===== config.mk =====
export PLATFORM = sky130hd
export DESIGN_NAME = cursor_core
export DESIGN_NICKNAME = d
export VERILOG_FILES = /design/src/cursor_pkg.sv /design/src/pix_if.sv /design/src/cursor_decode.sv /design/src/cursor_core.sv
export VERILOG_INCLUDE_DIRS = /design/src
export SDC_FILE = /design/constraint.sdc
export NUM_CORES = 1
export LEC_CHECK = 0
export ABC_CLOCK_PERIOD_IN_PS = 4900
export BUFFER_PORTS_ARGS = -buffer_cell sky130_fd_sc_hd__buf_2
export CAP_MARGIN = 25
export CORE_MARGIN = 2
export CORE_UTILIZATION = 55
export DETAILED_ROUTE_END_ITERATION = 6
export PLACE_DENSITY = 0.75
export SLEW_MARGIN = 10
export SYNTH_ARGS = -nofsm -noshare
export SYNTH_HDL_FRONTEND = slang
export SYNTH_SLANG_ARGS = --single-unit

===== constraint.sdc =====
create_clock -name clk_i -period 4.9 [get_ports clk_i]
set_clock_uncertainty 0.1 [all_clocks]
set_input_delay 0.98 -clock clk_i [delete_from_list [all_inputs] [get_ports clk_i]]
set_output_delay 0.98 -clock clk_i [all_outputs]
set_load 0.1 [all_outputs]

===== src/cursor_regs.svh =====
// register offsets, field positions and reset values of the cursor block
`ifndef CURSOR_REGS_SVH
`define CURSOR_REGS_SVH

// ------------------------------------------------------------
// address map (byte addresses, one word each)
// ------------------------------------------------------------
`define CUR_STRIDE 8'h20
`define CUR_SEL_BIT 5
`define CUR_SUB_CFG 3'h0
`define CUR_SUB_BASE 3'h1
`define CUR_SUB_ACTIVE 3'h2
`define CUR_SUB_STATUS 3'h3
`define CUR_SUB_POS_FIRST 3'h4
`define CUR_SUB_POS_LAST 3'h7

// ------------------------------------------------------------
// config fields
// ------------------------------------------------------------
`define CFG_EN_BIT 0
`define CFG_MODE_LSB 1
`define CFG_ORIGIN_BIT 3
`define CFG_PAT_LSB 4
`define CFG_WIDTH 6
`define CFG_RESET 6'h00
`define HI_BYTE_MASK 8'h0f
`define BASE_RESET 12'h000
`define POS_RESET 12'h000

`endif


===== src/cursor_pkg.sv =====
// types shared by the cursor block
package cursor_pkg;
    typedef enum logic [1:0] {M64_3C, M128_2C, M128_1C, M_RSV} cur_mode_e;
    typedef enum logic {F_IDLE, F_RUN} fetch_e;
    typedef struct packed {
        logic [1:0][5:0] cfg;
        logic [1:0][11:0] base;
        logic [1:0][3:0][7:0] pend;
        logic [1:0][11:0] act_x;
        logic [1:0][11:0] act_y;
        logic [1:0][1:0] seq;
        logic [1:0] armed;
        logic ack;
        logic [31:0] rdat;
        fetch_e fst;
        logic fc;
        logic [1:0] fw;
        logic [1:0] row_ok;
        logic [1:0][6:0] row;
        logic [1:0][3:0][31:0] line;
        logic show;
        logic [1:0] color;
    } cursor_s;
endpackage : cursor_pkg


===== src/pix_if.sv =====
// plane bits in, cursor colour out, between core and decoder
`timescale 1ns/10ps
interface pix_if;
    import cursor_pkg::*;
    cur_mode_e mode;
    logic p0;
    logic p1;
    logic show;
    logic [1:0] color;
    modport dec (input mode, input p0, input p1, output show, output color);
    modport core (output mode, output p0, output p1, input show, input color);
endinterface : pix_if


===== src/cursor_decode.sv =====
// pattern bit to cursor colour or transparency
`timescale 1ns/10ps
module cursor_decode (
    pix_if.dec px
);
    import cursor_pkg::*;
    always_comb begin
        px.show = 1'b1;
        px.color = 2'h0;
        case (px.mode)
            M64_3C: begin
                // p0 p1: 00 c0, 01 c1, 10 clear, 11 c3
                px.show = !(px.p0 && !px.p1); // [RULE_03]
                px.color = {px.p0, px.p1}; // [RULE_03]
            end
            M128_2C: begin
                px.color = {1'b1, px.p0}; // [RULE_06]
            end
            M128_1C: begin
                px.show = px.p0; // [RULE_07]
                px.color = 2'h2; // [RULE_07]
            end
            default: begin
                px.show = 1'b0;
            end
        endcase
    end
endmodule : cursor_decode


===== src/cursor_core.sv =====
// two hardware cursors: registers, pattern fetch and pixel overlay
//
// How it works
// [RULE_01] 64x64 three-colour mode addresses four 1 KB patterns in the 4 KB region at base.
// [RULE_02] a 64x64 line is 16 bytes: plane 0 low, plane 0 high, plane 1 low, plane 1 high.
// [RULE_03] 64x64 planes 00, 01, 11 give colours 0, 1, 3 and 10 is transparent.
// [RULE_04] 128x128 two-colour mode addresses two 2 KB patterns in the 4 KB region.
// [RULE_05] a 128x128 line is four words of pixels 31-0 up to 127-96, pattern 1 at 800h.
// [RULE_06] 128x128 two-colour mode shows colour 2 for a 0 bit and colour 3 for a 1 bit.
// [RULE_07] 128x128 one-colour mode is transparent for 0 and shows colour 2 for 1.
// [RULE_08] 128x128 one-colour mode also holds only two 2 KB patterns.
// [RULE_09] each cursor has four byte position registers: x low, x high, y low, y high.
// [RULE_10] a config bit measures position from the active area or the outer border corner.
// [RULE_11] positions are 12-bit two's-complement values.
// [RULE_12] positions are double-buffered and reach the display only at vertical sync.
// [RULE_13] software writes the four position bytes in ascending order.
// [RULE_14] only a complete in-order sequence is moved to the active position at vsync.
// [RULE_15] a pattern-select field picks one of four (64x64) or two (128x128) patterns.
// [RULE_16] a broken sequence is dropped and restarts on a write of the first position byte.
`timescale 1ns/10ps
`include "cursor_regs.svh"
module cursor_core (
    input wire logic clk_i,
    input wire logic rst_i,
    input wire logic cyc_i,
    input wire logic stb_i,
    input wire logic we_i,
    input wire logic [7:0] adr_i,
    input wire logic [3:0] sel_i,
    input wire logic [31:0] dat_i,
    output logic [31:0] dat_o,
    output logic ack_o,
    input wire logic vsync_i,
    input wire logic line_start_i,
    input wire logic pix_valid_i,
    input wire logic [11:0] hpos_i,
    input wire logic [11:0] vpos_i,
    input wire logic [11:0] border_left_i,
    input wire logic [11:0] border_top_i,
    output logic mem_req_o,
    output logic [23:0] mem_addr_o,
    input wire logic mem_ack_i,
    input wire logic [31:0] mem_data_i,
    output logic cur_show_o,
    output logic [1:0] cur_color_o
);
    import cursor_pkg::*;

    // ------------------------------------------------------------
    // helpers
    // ------------------------------------------------------------
    function automatic cur_mode_e mode_of(input logic [5:0] cfg);
        mode_of = cur_mode_e'(cfg[`CFG_MODE_LSB +: 2]);
    endfunction : mode_of

    // signed distance of a beam coordinate from the cursor corner
    function automatic logic signed [13:0] rel(input logic [11:0] coord,
        input logic [11:0] pos, input logic [11:0] brd, input logic org);
        logic [13:0] a;
        a = {{2{pos[11]}}, pos} + (org ? 14'h0000 : {2'h0, brd}); // [RULE_10] [RULE_11]
        rel = signed'({2'h0, coord} - a);
    endfunction : rel

    function automatic logic in_span(input logic signed [13:0] d, input cur_mode_e m);
        if (m == M64_3C) begin
            in_span = !d[13] && (d[12:6] == 7'h00);
        end else begin
            in_span = !d[13] && (d[12:7] == 6'h00);
        end
    endfunction : in_span

    function automatic logic [23:0] fetch_addr(input logic [11:0] base,
        input logic [5:0] cfg, input logic [6:0] row, input logic [1:0] w);
        if (mode_of(cfg) == M64_3C) begin
            fetch_addr = {base, cfg[`CFG_PAT_LSB +: 2], // [RULE_01] [RULE_15]
                row[5:0], w, 2'h0}; // [RULE_02]
        end else begin
            fetch_addr = {base, cfg[`CFG_PAT_LSB], // [RULE_04] [RULE_08] [RULE_15]
                row, w, 2'h0}; // [RULE_05]
        end
    endfunction : fetch_addr

    // ------------------------------------------------------------
    // state and decode
    // ------------------------------------------------------------
    cursor_s s_q;
    cursor_s s_d;
    pix_if px [2] ();
    logic req;
    logic hit;
    logic cs;
    logic [2:0] sub;
    logic wr;
    logic [1:0] pw;
    logic [1:0][4:0] bit_sel;
    logic [1:0][1:0] wsel;
    logic [1:0] on_px;

    assign req = cyc_i && stb_i;
    assign hit = (adr_i[7:6] == 2'h0);
    assign cs = adr_i[`CUR_SEL_BIT];
    assign sub = adr_i[4:2];
    // a write lands on the edge where the master sees ack
    assign wr = req && we_i && s_q.ack && hit;
    assign pw = sub[1:0];

    for (genvar c = 0; c < 2; c++) begin : g_dec
        logic signed [13:0] dx;
        assign dx = rel(hpos_i, s_q.act_x[c], border_left_i, s_q.cfg[c][`CFG_ORIGIN_BIT]);
        assign on_px[c] = pix_valid_i && s_q.row_ok[c] && in_span(dx, mode_of(s_q.cfg[c]));
        assign bit_sel[c] = dx[4:0];
        assign wsel[c] = dx[6:5];
        assign px[c].mode = mode_of(s_q.cfg[c]);
        assign px[c].p0 = (mode_of(s_q.cfg[c]) == M64_3C) ?
            s_q.line[c][{1'b0, wsel[c][0]}][bit_sel[c]] : s_q.line[c][wsel[c]][bit_sel[c]];
        assign px[c].p1 = s_q.line[c][{1'b1, wsel[c][0]}][bit_sel[c]];
        cursor_decode i_cursor_decode (
            .px(px[c])
        );
    end

    // ------------------------------------------------------------
    // next state
    // ------------------------------------------------------------
    always_comb begin
        logic signed [13:0] dy;
        logic [1:0] sh;
        logic [1:0][1:0] col;
        dy = 14'sh0000;
        sh = 2'h0;
        col = '0;
        s_d = s_q;
        // bus answer one cycle after the request, then drop
        s_d.ack = req && !s_q.ack;
        if (req && !s_q.ack) begin
            s_d.rdat = 32'h0000_0000;
            if (hit) begin
                case (sub)
                    `CUR_SUB_CFG: s_d.rdat = {26'h0, s_q.cfg[cs]};
                    `CUR_SUB_BASE: s_d.rdat = {8'h00, s_q.base[cs], 12'h000};
                    `CUR_SUB_ACTIVE: s_d.rdat = {4'h0, s_q.act_y[cs], 4'h0, s_q.act_x[cs]};
                    `CUR_SUB_STATUS: s_d.rdat = {29'h0, s_q.armed[cs], s_q.seq[cs]};
                    default: s_d.rdat = {24'h0, s_q.pend[cs][pw]};
                endcase
            end
        end
        // position moves at vsync only when a full sequence is armed
        for (int c = 0; c < 2; c++) begin
            if (vsync_i && s_q.armed[c]) begin
                s_d.act_x[c] = {s_q.pend[c][1][3:0], s_q.pend[c][0]}; // [RULE_12] [RULE_14]
                s_d.act_y[c] = {s_q.pend[c][3][3:0], s_q.pend[c][2]}; // [RULE_12] [RULE_14]
                s_d.armed[c] = 1'b0;
            end
        end
        if (wr) begin
            case (sub)
                `CUR_SUB_CFG: begin
                    if (sel_i[0]) begin
                        s_d.cfg[cs] = dat_i[`CFG_WIDTH-1:0];
                    end
                end
                `CUR_SUB_BASE: begin
                    if (sel_i[1]) begin
                        s_d.base[cs][3:0] = dat_i[15:12];
                    end
                    if (sel_i[2]) begin
                        s_d.base[cs][11:4] = dat_i[23:16];
                    end
                end
                `CUR_SUB_ACTIVE, `CUR_SUB_STATUS: begin
                    s_d.base[cs] = s_q.base[cs];
                end
                default: begin
                    if (sel_i[0]) begin
                        s_d.pend[cs][pw] = pw[0] ? (dat_i[7:0] & `HI_BYTE_MASK) // [RULE_09]
                            : dat_i[7:0];
                        // the set of a completed sequence wins over the vsync clear
                        if (pw == 2'h0) begin
                            s_d.seq[cs] = 2'h1; // [RULE_16]
                            s_d.armed[cs] = 1'b0;
                        end else if (pw == s_q.seq[cs] && pw == 2'h3) begin
                            s_d.seq[cs] = 2'h0;
                            s_d.armed[cs] = 1'b1; // [RULE_14]
                        end else if (pw == s_q.seq[cs]) begin
                            s_d.seq[cs] = pw + 2'h1; // [RULE_13]
                        end else begin
                            s_d.seq[cs] = 2'h0; // [RULE_16]
                            s_d.armed[cs] = 1'b0; // [RULE_16]
                        end
                    end
                end
            endcase
        end
        // line fetch; assumed to finish within horizontal blanking
        case (s_q.fst)
            F_IDLE: begin
                s_d.fst = F_IDLE;
            end
            F_RUN: begin
                if (!s_q.row_ok[s_q.fc] || mem_ack_i) begin
                    if (s_q.row_ok[s_q.fc]) begin
                        s_d.line[s_q.fc][s_q.fw] = mem_data_i;
                    end
                    s_d.fw = s_q.fw + 2'h1;
                    if (s_q.fw == 2'h3 || !s_q.row_ok[s_q.fc]) begin
                        s_d.fw = 2'h0;
                        s_d.fc = 1'b1;
                        s_d.fst = s_q.fc ? F_IDLE : F_RUN;
                    end
                end
            end
            default: s_d.fst = F_IDLE;
        endcase
        if (line_start_i) begin
            for (int c = 0; c < 2; c++) begin
                dy = rel(vpos_i, s_q.act_y[c], border_top_i, s_q.cfg[c][`CFG_ORIGIN_BIT]);
                s_d.row_ok[c] = s_q.cfg[c][`CFG_EN_BIT] && mode_of(s_q.cfg[c]) != M_RSV &&
                    in_span(dy, mode_of(s_q.cfg[c]));
                s_d.row[c] = dy[6:0];
            end
            s_d.fst = F_RUN;
            s_d.fc = 1'b0;
            s_d.fw = 2'h0;
        end
        // pixel overlay, cursor 1 on top of cursor 2
        sh[0] = on_px[0] && px[0].show;
        sh[1] = on_px[1] && px[1].show;
        col[0] = px[0].color;
        col[1] = px[1].color;
        s_d.show = sh[0] || sh[1];
        s_d.color = sh[0] ? col[0] : col[1];
        if (rst_i) begin
            s_d = '0;
            s_d.fst = F_IDLE;
            for (int c = 0; c < 2; c++) begin
                s_d.cfg[c] = `CFG_RESET;
                s_d.base[c] = `BASE_RESET;
                s_d.act_x[c] = `POS_RESET;
                s_d.act_y[c] = `POS_RESET;
            end
        end
    end

    always_ff @(posedge clk_i) begin
        s_q <= s_d;
    end

    assign ack_o = s_q.ack;
    assign dat_o = s_q.rdat;
    assign mem_req_o = (s_q.fst == F_RUN) && s_q.row_ok[s_q.fc];
    assign mem_addr_o = fetch_addr(s_q.base[s_q.fc], s_q.cfg[s_q.fc], s_q.row[s_q.fc], s_q.fw);
    assign cur_show_o = s_q.show;
    assign cur_color_o = s_q.color;

    // ------------------------------------------------------------
    // checks
    // ------------------------------------------------------------
    logic pos_wr;
    assign pos_wr = wr && sel_i[0] && sub[2];

    property p_bus_ack;
        @(posedge clk_i) disable iff (rst_i) req && !ack_o |=> ack_o ##1 !ack_o;
    endproperty
    a_bus_ack: assert property (p_bus_ack) else $error("ack not one cycle after request");

    property p_seq_restart;
        @(posedge clk_i) disable iff (rst_i)
            pos_wr && pw == 2'h0 |=> s_q.seq[$past(cs)] == 2'h1 && !s_q.armed[$past(cs)];
    endproperty
    a_seq_restart: assert property (p_seq_restart) // [RULE_16]
        else $error("first byte did not restart");

    property p_arm;
        @(posedge clk_i) disable iff (rst_i)
            pos_wr && pw == 2'h3 && s_q.seq[cs] == 2'h3 |=> s_q.armed[$past(cs)];
    endproperty
    a_arm: assert property (p_arm) else $error("complete sequence not armed"); // [RULE_14]

    property p_ooo;
        @(posedge clk_i) disable iff (rst_i)
            pos_wr && pw != 2'h0 && pw != s_q.seq[cs] |=> !s_q.armed[$past(cs)];
    endproperty
    a_ooo: assert property (p_ooo) else $error("broken sequence still armed"); // [RULE_16]

    property p_move;
        @(posedge clk_i) disable iff (rst_i)
            vsync_i && s_q.armed[0] |=>
                s_q.act_x[0] == {$past(s_q.pend[0][1][3:0]), $past(s_q.pend[0][0])};
    endproperty
    a_move: assert property (p_move) else $error("armed position not moved at vsync"); // [RULE_12]

    property p_hold;
        @(posedge clk_i) disable iff (rst_i)
            !(vsync_i && s_q.armed[1]) |=> $stable(s_q.act_y[1]) && $stable(s_q.act_x[1]);
    endproperty
    a_hold: assert property (p_hold) else $error("position changed outside vsync"); // [RULE_14]

    property p_addr64;
        @(posedge clk_i) disable iff (rst_i) mem_req_o && mode_of(s_q.cfg[s_q.fc]) == M64_3C |->
            mem_addr_o[11:10] == s_q.cfg[s_q.fc][`CFG_PAT_LSB +: 2] && mem_addr_o[3:2] == s_q.fw;
    endproperty
    a_addr64: assert property (p_addr64) else $error("bad 64x64 fetch address"); // [RULE_02]

    property p_clear64;
        @(posedge clk_i) disable iff (rst_i)
            on_px[1] && px[1].mode == M64_3C && px[1].p0 && !px[1].p1 && !on_px[0] |=>
                !cur_show_o;
    endproperty
    a_clear64: assert property (p_clear64) else $error("transparent pixel drawn"); // [RULE_03]

    property p_two_color;
        @(posedge clk_i) disable iff (rst_i)
            on_px[0] && px[0].mode == M128_2C |=>
                cur_show_o && cur_color_o == {1'b1, $past(px[0].p0)};
    endproperty
    a_two_color: assert property (p_two_color) else $error("wrong two-colour pixel"); // [RULE_06]

    c_arm: cover property (@(posedge clk_i) disable iff (rst_i)
        pos_wr && pw == 2'h3 ##1 s_q.armed[0]);
    c_move: cover property (@(posedge clk_i) disable iff (rst_i) vsync_i && s_q.armed[0]);
    c_fetch: cover property (@(posedge clk_i) disable iff (rst_i) mem_req_o && mem_ack_i);
endmodule : cursor_core


== Word-level counts from Yosys, hierarchy flattened ==
Cells that the tools add are included.

* Register bits after elaboration: 466
* Bits in latches: 0
* Bits in writable memories: 0
* Bits in read-only memories: 0
* Output and inout bits: 61
* Logic and storage cells: 271
* Memories: 0

* Add/subtract/negate cells: 10
* Multiply operators: 0
* Div/mod/pow operators: 0
* Order comparisons: 16
* Eq/ne operators: 12
* Shift operators: 0
* Muxes and demuxes: 116
* Bitwise logic cells: 10
* Reductions and logical operators: 70

{| class="wikitable"
|+ Operators by type and width
! kind !! count
|-
| 2-to-1 mux 32 bit || 14
|-
| bitwise mux 256 bit || 1
|-
| 2-to-1 mux 12 bit || 15
|-
| binary-select mux 32 bit (select 2 bit) || 2
|-
| demux 128 bit (select 1 bit) || 1
|-
| 2-to-1 mux 128 bit || 1
|-
| one-hot mux 28 bit (4 select lines) || 1
|-
| 2-to-1 mux 24 bit || 4
|-
| bitwise mux 24 bit || 3
|-
| bitwise mux 64 bit || 1
|-
| demux 32 bit (select 2 bit) || 1
|-
| adder 12 x 13 -> 14 bit || 4
|-
| subtractor 12 x 14 -> 14 bit || 4
|-
| one-hot mux 24 bit (2 select lines) || 1
|-
| 2-to-1 mux 6 bit || 7
|-
| demux 12 bit (select 1 bit) || 3
|-
| logical AND 1 bit || 33
|-
| demux 32 bit (select 1 bit) || 1
|-
| binary-select mux 1 bit (select 5 bit) || 6
|-
| logical NOT 7 bit || 4
|-
| 2-to-1 mux 28 bit || 1
|-
| logical NOT 6 bit || 4
|-
| 2-to-1 mux 8 bit || 3
|-
| 2-to-1 mux 1 bit || 22
|-
| 43 further kinds || 97
|}

== Logic depth before layout (Yosys ltp) ==
Gate-level depths: netlist (run 1).

* Word-level depth: 13
* Mapped depth: 18
* Gate-level depth less buffers: 15

== Hierarchy ==
Synthesis (run 1) repeated with hierarchy kept, for this count alone.

* Cell total of the unflattened synthesis: 3083
* Area total of the unflattened synthesis: 25226.7 µm²

{| class="wikitable"
|+ Modules (own cells, without submodules)
! module !! instances !! cells an instance !! area each (µm²) !! sequential area each (µm²)
|-
| cursor_core || 1 || 3055 || 25034.0 || 9248.9
|-
| cursor_decode || 2 || 14 || 96.3 || 0.0
|}

== Worst setup path before layout (run 1) ==
OpenSTA, ideal clock, no wires.

* Path kind: input port to flip-flop
* From: input border_left_i[5]
* To: register s_q, in the netlist cur_color_o[0]
* Library setup time: 134 ps
* Arrival: 4740 ps
* Path slack: -74 ps
* Cell stages on the path: 16
* Path buffers: 2
* Path through: nor2b_1 -> fa_1 -> inv_1 -> ha_1 -> clkbuf_1 -> clkinv_1 -> xnor2_4 -> buf_6 -> mux4_2 -> mux4_2 -> nor2_1 -> nor4_1 -> a311o_1 -> or3_1 -> a31oi_1 -> a211oi_1

* Longest elaborated chain between the ends: 13

{| class="wikitable"
|+ Ends and longest elaborated chain
! element !! RTL line !! source
|-
| from (decl) || cursor_core.sv:38 || <nowiki>input wire logic [11:0] border_left_i,</nowiki>
|-
| 2-to-1 mux 12 bit || cursor_core.sv:60 || <nowiki>a = {{2{pos[11]}}, pos} + (org ? 14'h0000 : {2'h0, brd});</nowiki>
|-
| adder 12 x 13 -> 14 bit || cursor_core.sv:60 ||
|-
| subtractor 12 x 14 -> 14 bit || cursor_core.sv:61 || <nowiki>rel = signed'({2'h0, coord} - a);</nowiki>
|-
| binary-select mux 32 bit (select 2 bit) (tied with other cells) || cursor_core.sv:115 || <nowiki>s_q.line[c][{1'b0, wsel[c][0]}][bit_sel[c]] : s_q.line[c][wsel[c]][bit_sel[c]];</nowiki>
|-
| 2-to-1 mux 32 bit, on equally long branches || cursor_core.sv:115, cursor_core.sv:116 ||
|-
| binary-select mux 1 bit (select 5 bit), on equally long branches || cursor_core.sv:115, cursor_core.sv:116 ||
|-
| 2-to-1 mux 1 bit, on equally long branches || cursor_core.sv:115, cursor_core.sv:116 ||
|-
| 2-to-1 mux 1 bit or logical NOT 1 bit (tied branches) || cursor_core.sv:114, cursor_decode.sv:13 ||
|-
| logical AND 1 bit || cursor_decode.sv:13 || <nowiki>px.show = !(px.p0 && !px.p1);</nowiki>
|-
| logical NOT 1 bit || cursor_decode.sv:13 ||
|-
| one-hot mux 1 bit (3 select lines) || cursor_decode.sv:10 || <nowiki>case (px.mode)</nowiki>
|-
| logical AND 1 bit || cursor_core.sv:226 || <nowiki>sh[0] = on_px[0] && px[0].show;</nowiki>
|-
| 2-to-1 mux 2 bit * || cursor_core.sv:231 || <nowiki>s_d.color = sh[0] ? col[0] : col[1];</nowiki>
|-
| to (signal assigned) || cursor_core.sv:245 || <nowiki>s_q <= s_d;</nowiki>
|-
| to (decl) || cursor_core.sv:86 || <nowiki>cursor_s s_q;</nowiki>
|}

Every way passes the cells marked *; elsewhere a longest branch is shown, timed or not. The select of a mux whose other input is x is not followed.
A chain may end at the register's enable or synchronous reset.

== Worst setup path after layout (run 1) ==
* From: input border_left_i[4]
* To: register s_q, in the netlist cur_color_o[0]

Same word-level chain as after synthesis.

==> summary.txt, run 1 <==
Drt
  • Via density per instance: 6.08
  • Drc violations: 6
  • Final antenna-violating net count: 0
  • Initial DRC count: 2660
  • Vias: 24.3k
  • DR WL/cell: 20.7 um
  • DRT Pass-1 Iters: 7
  • Total wire length: 82.8 mm

Place
  • Post-DP Area: 27800 um^2
  • DP Wirelength: 60.0 mm
  • GPL Wtd Cong: 0.983
  • Pre-CTS setup slack: -697 ps
  • PortBufs: 172

Clocking
  • H-tree Lvls: 2
  • # clock sinks: 462
  • Reg clk slew, reported paths: 60 ps
  • Cts hold-fix bufs: 0
  • Clock Root Buffer: clkbuf_16
  • CTS tree: yes
  • Maximum clock path buffer count: 3
  • CTS Buf Count: 48
  • Clk_lat worst skew: 620 ps

Yosys
  • Syn_area_per_cell: 8.05 um^2
  • Unique cell type count in the Yosys netlist: 82
  • Async SR Flop Fraction: 0%
  • Synth Flop Type: dfxtp_1
  • Netlist Area Pre-Place: 25800 um^2
  • Post-synth EDFFs: 0
  • Synthesis-stage register bit count: 462
  • Warnings from Yosys: 0
  • Top post-synthesis cells by area: dfxtp_1, nand2_1, a21oi_1, mux4_2, ha_1
  • Sequential-to-total area share from yosys stat: 35.9%
  • Cell count after synthesis: 3203
  • Top-area cell type share of the netlist area: 35.9%
  • Dominant cell type by area after synthesis: dfxtp_1

Floorplanning
  • Core ar.: 46500 um^2
  • DIE AREA: 48600 um^2
  • Initial core utilization: 55.5%
  • Rows: 79
  • # IOs: 194
  • Die Wd: 221 um
  • Die H: 221 um

Worst hold path
  • Hold Path Origin: s_q[63]$_SDFFE_PP0P_
  • WHS Path Cells: 2
  • Hold crit path type: reg2reg
  • Sink of the worst hold path: s_q[63]$_SDFFE_PP0P_

Layout
  • Syn-to-layout area delta: 15.3%
  • Layout cells sized above 1: 17.3%
  • Final-layout fill cell count: 3922
  • Final core utilization: 64.0%
  • Final instance area: 29700 um^2
  • Nets: 3609

Worst setup path
  • Crit. End Element: flip-flop
  • Crit-path max FO: 10
  • Setup crit start: border_left_i[4]
  • Worst r2r dst: cur_color_o[0]$_SDFF_PP0_
  • CP Data Required Time: 5240 ps
  • RR Startpoint: s_q[344]$_SDFFE_PP0P_
  • FF-to-FF setup slack: 210 ps
  • Setup CP Type: in2reg
  • Reg2Reg Depth: 15
  • Critical path launch point type: input pin
  • Worst path arrival time: 5070 ps

STA
  • Maximum clock frequency: 0.212 GHz
  • Setup slack after layout: 179 ps
  • Fin crit share: 96.3%
  • Final setup vio count: 0
  • RSZ-0062 raised after global routing: false
  • Worst slew pin tran: 1240 ps
  • Endpoints failing hold: 0
  • Minimum clock period: 4720 ps
  • Hold WS: 353 ps
  • Slew HR: 17.6%
  • TNS Setup: 0 ps
  • Max Slew Vio Count: 0

Global route
  • Initial antenna violation count: 4
  • Total gr overflow: 0
  • Gr usage total: 33.4%
  • Vias in the first global route: 22.9k
  • Largest net degree at the start of global routing: 235
  • First-pass GRT wire length: 127 mm

Status
  • Status: finished, violations left
  • Failing checks: DRC

Pwr
  • Pwr Density: 343 nW/um^2
  • Leak: 0.0110 uW
  • Worst VDD drop: 0.343 mV

Flow run
  • Maxcap violations: 0
[repair_timing]
item,CTS,global route
pin swaps,1,1
setup endpoints to repair,3,3
cloned,1,0
gates resized for setup,2,4
buffers inserted,1,0
[how the worst max path moves through the flow]
| stage | to | slack (ps) | cells after the start |
|---|---|---|---|
| floorplan | cur_color_o[0]$_SDFF_PP0_ | 20 | 16 |
| global placement | cur_color_o[0]$_SDFF_PP0_ | -620 | 17 |
| detailed placement | cur_show_o$_SDFF_PP0_ | -700 | 16 |
| CTS | cur_color_o[0]$_SDFF_PP0_ | 150 | 20 |
| global route | cur_color_o[0]$_SDFF_PP0_ | 30 | 17 |
| finish | cur_color_o[0]$_SDFF_PP0_ | 180 | 17 |
[cell usage in the layout (no fill, tap or decap), types with 52 or more instances in the layout]
cell type,n
nand2_1,897
dfxtp_1,462
a21oi_1,446
buf_4,187
buf_2,171
nor2_1,115
inv_1,97
mux2i_1,91
ha_1,77
mux4_2,73
o21ai_0,64
nand2b_1,52
[final cells by class]
| type | instances | area [um^2] | share of cell area, % |
|---|---|---|---|
| Antenna cell | 6 | 15.0 | 0.0505 |
| Clock buffer | 68 | 1430 | 4.80 |
| Clock inverter | 21 | 364 | 1.22 |
| Inverter | 100 | 377 | 1.27 |
| Multi-Input combinational cell | 2363 | 15000 | 50.3 |
| Sequential cell | 462 | 9250 | 31.1 |
| Tap cell | 607 | 759 | 2.55 |
| Timing Repair Buffer | 376 | 2590 | 8.72 |
[power breakdown]
group          switching, uW  internal (uW)  leakage, uW
logic                   1330            952      0.00635
registers               18.2           3770      0.00372
clock network           1610           2510     0.000891
total                   2960           7240       0.0110
[metal layers]
metal | GRT usage (%) | vias up | share of wire (%)
met5 | 0 | - | 0.0097
met4 | 11.4 | 2 | 3.3
met3 | 5.97 | 189 | 11
met2 | 51.3 | 1279 | 44
met1 | 47.4 | 11658 | 42
li1 | - | 11203 | -
[flip-flops by register name, summed over array words and instances, names as in the netlist]
name / flops
px.mode: 4
s_q: 426
cur_color_o: 2
ack_o: 1
cur_show_o: 1
dat_o: 28
[critical path: stages]
cell	delay (ps)
buf_2	110
nor2b_1	130
fa_1	490
inv_1	50
ha_1	300
o211ai_1	130
o21a_4	290
xnor2_4	410
mux4_2	420
o211a_1	220
nor4_1	310
nor4_2	130
a311o_1	380
buf_4	150
or3_1	340
a31oi_1	170
a211oi_1	60
[kinds of logic (layout without fill, tap and decap cells)]
group                      count (synthesis)  count (layout)  synth area share [%]
and+or+nand+nor                         1267            1267                  20.7
AOI/OAI and AO/OA                        738             738                  16.9
DFF                                      462             462                  35.9
buffers and inverters                    384             565                  6.54
muxes                                    196             196                  11.4
adders and majority gates                125             125                  7.46
xor gates and xnor gates                  30              31                  1.15
other                                      1              12                0.0145
[synth_stat cells, drive strengths merged (12+ instances only)]
| library cell | count |
|---|---|
| fa | 48 |
| nor3 | 44 |
| mux2 | 31 |
| nand4 | 12 |
| nor2b | 23 |
| dfxtp | 462 |
| mux4 | 74 |
| xor2 | 12 |
| a22oi | 32 |
| a211oi | 16 |
| nand2 | 897 |
| a21oi | 446 |
| o22ai | 31 |
| a21o | 14 |
| nand3 | 46 |
| nand2b | 52 |
| ha | 77 |
| o21a | 15 |
| inv | 98 |
| o211ai | 13 |
| xnor2 | 18 |
| a221oi | 15 |
| nor4 | 13 |
| buf | 68 |
| mux2i | 91 |
| clkbuf | 216 |
| o21ai | 67 |
| and2 | 24 |
| nor2 | 115 |
[through the flow]
step,instances,power [uW]
final,4003,10200
after global routing,4000,10500
after CTS,3994,10200
after detailed placement,3903,6060
after global placement,3898,6040
after floorplan,3208,5210
Note: power is estimated with default switching activity, not from simulation.
==> inputs of run 2 (changes only) <==
- ABC_AREA: not set -> 1
- CORE_MARGIN: 2 -> not set
==> run 2 against run 1 <==
Against the previous run:
- the run now ends clean
- wire length rose by 0.23%
- combinational power rose by 11%
- core utilization fell by 2.3 points
- synthesized cell count rose by 18%
- flip-flop and latch count did not move
- synthesized area rose by 0.56%
- critical endpoint unchanged
- largest cell class unchanged
==> summary.txt, run 2 <==
STA
  • TNS Setup: 0 ps
  • Endpoints failing hold: 0
  • Slew HR: 32.1%
  • Setup slack after layout: 617 ps
  • Max Slew Vio Count: 0
  • Final setup vio count: 0
  • Fin crit share: 87.4%
  • Minimum clock period: 4280 ps
  • Worst slew pin tran: 1020 ps
  • RSZ-0062 raised after global routing: false
  • Maximum clock frequency: 0.233 GHz

Place
  • Placed cell count: 4317
  • DP Wirelength: 56.6 mm
  • GPL Wtd Cong: 0.940
  • PortBufs: 172
  • Pre-CTS setup slack: 231 ps

Yosys
  • Post-synth EDFFs: 0
  • Dominant cell type by area after synthesis: dfxtp_1
  • Netlist Area Pre-Place: 25900 um^2
  • Warnings from Yosys: 0
  • Top-area cell type share of the netlist area: 35.7%
  • Async SR Flop Fraction: 0%
  • Synthesis-stage register bit count: 462
  • Cell count after synthesis: 3768
  • Top post-synthesis cells by area: dfxtp_1, nand2_1, nand3_1, a21oi_1, o21ai_0
  • Sequential-to-total area share from yosys stat: 35.7%
  • Syn_area_per_cell: 6.88 um^2
  • Synth Flop Type: dfxtp_1
  • Unique cell type count in the Yosys netlist: 54
  • Count leader, synth: nand2_1
  • Most frequent cells after synthesis: nand2_1, nand3_1, a21oi_1

Drt
  • Drc violations: 0
  • DR WL/cell: 18.8 um
  • DRT Pass-1 Iters: 6
  • Vias: 25.9k
  • Total wire length: 83.0 mm
  • Initial DRC count: 2837
  • Final antenna-violating net count: 0
  • Via density per instance: 5.87

Clocking
  • Clk_lat worst skew: 600 ps
  • CTS resizes: 0
  • Reg clk slew, reported paths: 60 ps
  • CTS tree: yes
  • CTS Buf Count: 51
  • Cts hold-fix bufs: 0
  • Maximum clock path buffer count: 3
  • # clock sinks: 462
  • Clock Root Buffer: clkbuf_16
  • Post-CTS setup buffer count: 0
  • H-tree Lvls: 2

Floorplanning
  • # IOs: 194
  • DIE AREA: 48000 um^2
  • Core ar.: 46600 um^2
  • Die H: 219 um
  • Rows: 79
  • Initial core utilization: 55.7%
  • Die Wd: 219 um

Worst setup path
  • CP Data Required Time: 5310 ps
  • Slowest stage delay, CP: 450 ps
  • Setup CP Type: reg2reg
  • Critical-path top delay cell: fa_1
  • Worst path arrival time: 4700 ps
  • Critical path launch point type: flip-flop
  • Critical-path cell list: inv_1, nand2_1, fa_1, ha_1, a21oi_1, nand3_2, nand2_1, nand2_2, buf_12, o21ai_0, nand2_1, nand3_1, nand3_1, nand3_1, nand3_1, nand3_1, nand3_1, nand3_1, nand2_1, nand2_1, nand2_1, inv_1, nor2_2
  • Crit-path max FO: 55
  • Crit. End Element: flip-flop
  • CP bufs+invs: 3
  • Critical Path Most Common Cell: nand3_1
  • CP top delay family: simple AND/OR/NAND/NOR gates

Pwr
  • Leak: 0.0114 uW
  • Worst VDD drop: 0.336 mV
  • Pwr Density: 367 nW/um^2

Layout
  • Final-layout fill cell count: 4354
  • Register area: 9250 um^2
  • Diodes inserted: 0
  • Layout cells sized above 1: 9.95%
  • Max FFs per register: 426
  • Top reg by flops: s_q
  • Most common cell after layout, fill and taps aside: nand2_1
  • Area of the multi-input gates: 14200 um^2
  • Syn-to-layout area delta: 10.8%
  • Most frequent cells in the layout: nand2_1, nand3_1, a21oi_1
  • Nets: 4024
  • Cell Count, Final, Fillers Out: 4415

Global route
  • Vias in the first global route: 22.9k
  • First-pass GRT wire length: 127 mm
  • Largest net degree at the start of global routing: 177
  • Gr usage total: 33.8%
  • Total gr overflow: 0
  • Initial antenna violation count: 2

Worst hold path
  • Hold crit path type: reg2reg

Status
  • Status: complete, no violations

Flow run
  • Maxcap violations: 0
-- run 2: cells by family after synthesis --
kind of cell / share of synthesized area, %
fa+ha+maj: 7.42
simple gates: 27.3
other cells: 0.0145
buf+inv: 9.87
flops: 35.7
xor+xnor: 0.806
compound gates: 18.9
-- run 2: tightest hold or removal path: stages, from the launching register on --
cell and delay [ps]:
dfxtp_1 310, inv_1 50, a21oi_1 50
-- run 2: path summary, 6_finish.rpt --
path | startpoint | to | slack [ps] | depth (start not counted)
setup / recovery | s_q[463]$_SDFFE_PP0P_ | cur_color_o[0]$_SDFF_PP0_ | 620 | 23
hold / removal | s_q[87]$_SDFFE_PP0P_ | s_q[87]$_SDFFE_PP0P_ | 350 | 2
setup reg to reg | s_q[463]$_SDFFE_PP0P_ | cur_color_o[0]$_SDFF_PP0_ | 620 | 23
hold reg to reg | s_q[87]$_SDFFE_PP0P_ | s_q[87]$_SDFFE_PP0P_ | 350 | 2
-- run 2: stage by stage --
stage                     hold slack [ps]  total power (uW)  utilization, %  cell area, um^2
after global placement                332              6370            57.7            26900
after detailed placement              336              6390            57.7            26900
after floorplan                       322              5690               -            26000
after global routing                  360             11000            61.7            28700
final                                 347             10600            61.7            28700
after CTS                             347             10500            61.7            28700
-- run 2: layout make-up --
class	count	area share [%]
multi-input combinational	2703	49.4
sequential	462	32.2
timing repair buffer	247	5.43
clock buffer	71	5.19
inverter	301	3.94
tap	607	2.64
clock inverter	24	1.21
-- run 2: layer usage --
layer	track usage, %	vias up	wire length, um
met2	56.2	1128	38600
met5	0	-	27
met3	4.12	192	6160
li1	-	12598	-
met4	15.6	4	3930
met1	43.7	11987	34300
-- run 2: power breakdown --
| group | switching [uW] | internal, uW | total (uW) | leakage, uW |
|---|---|---|---|---|
| registers | 24.7 | 3780 | 3810 | 0.00372 |
| logic | 1740 | 803 | 2540 | 0.00677 |
| clock network | 1650 | 2550 | 4200 | 0.000915 |
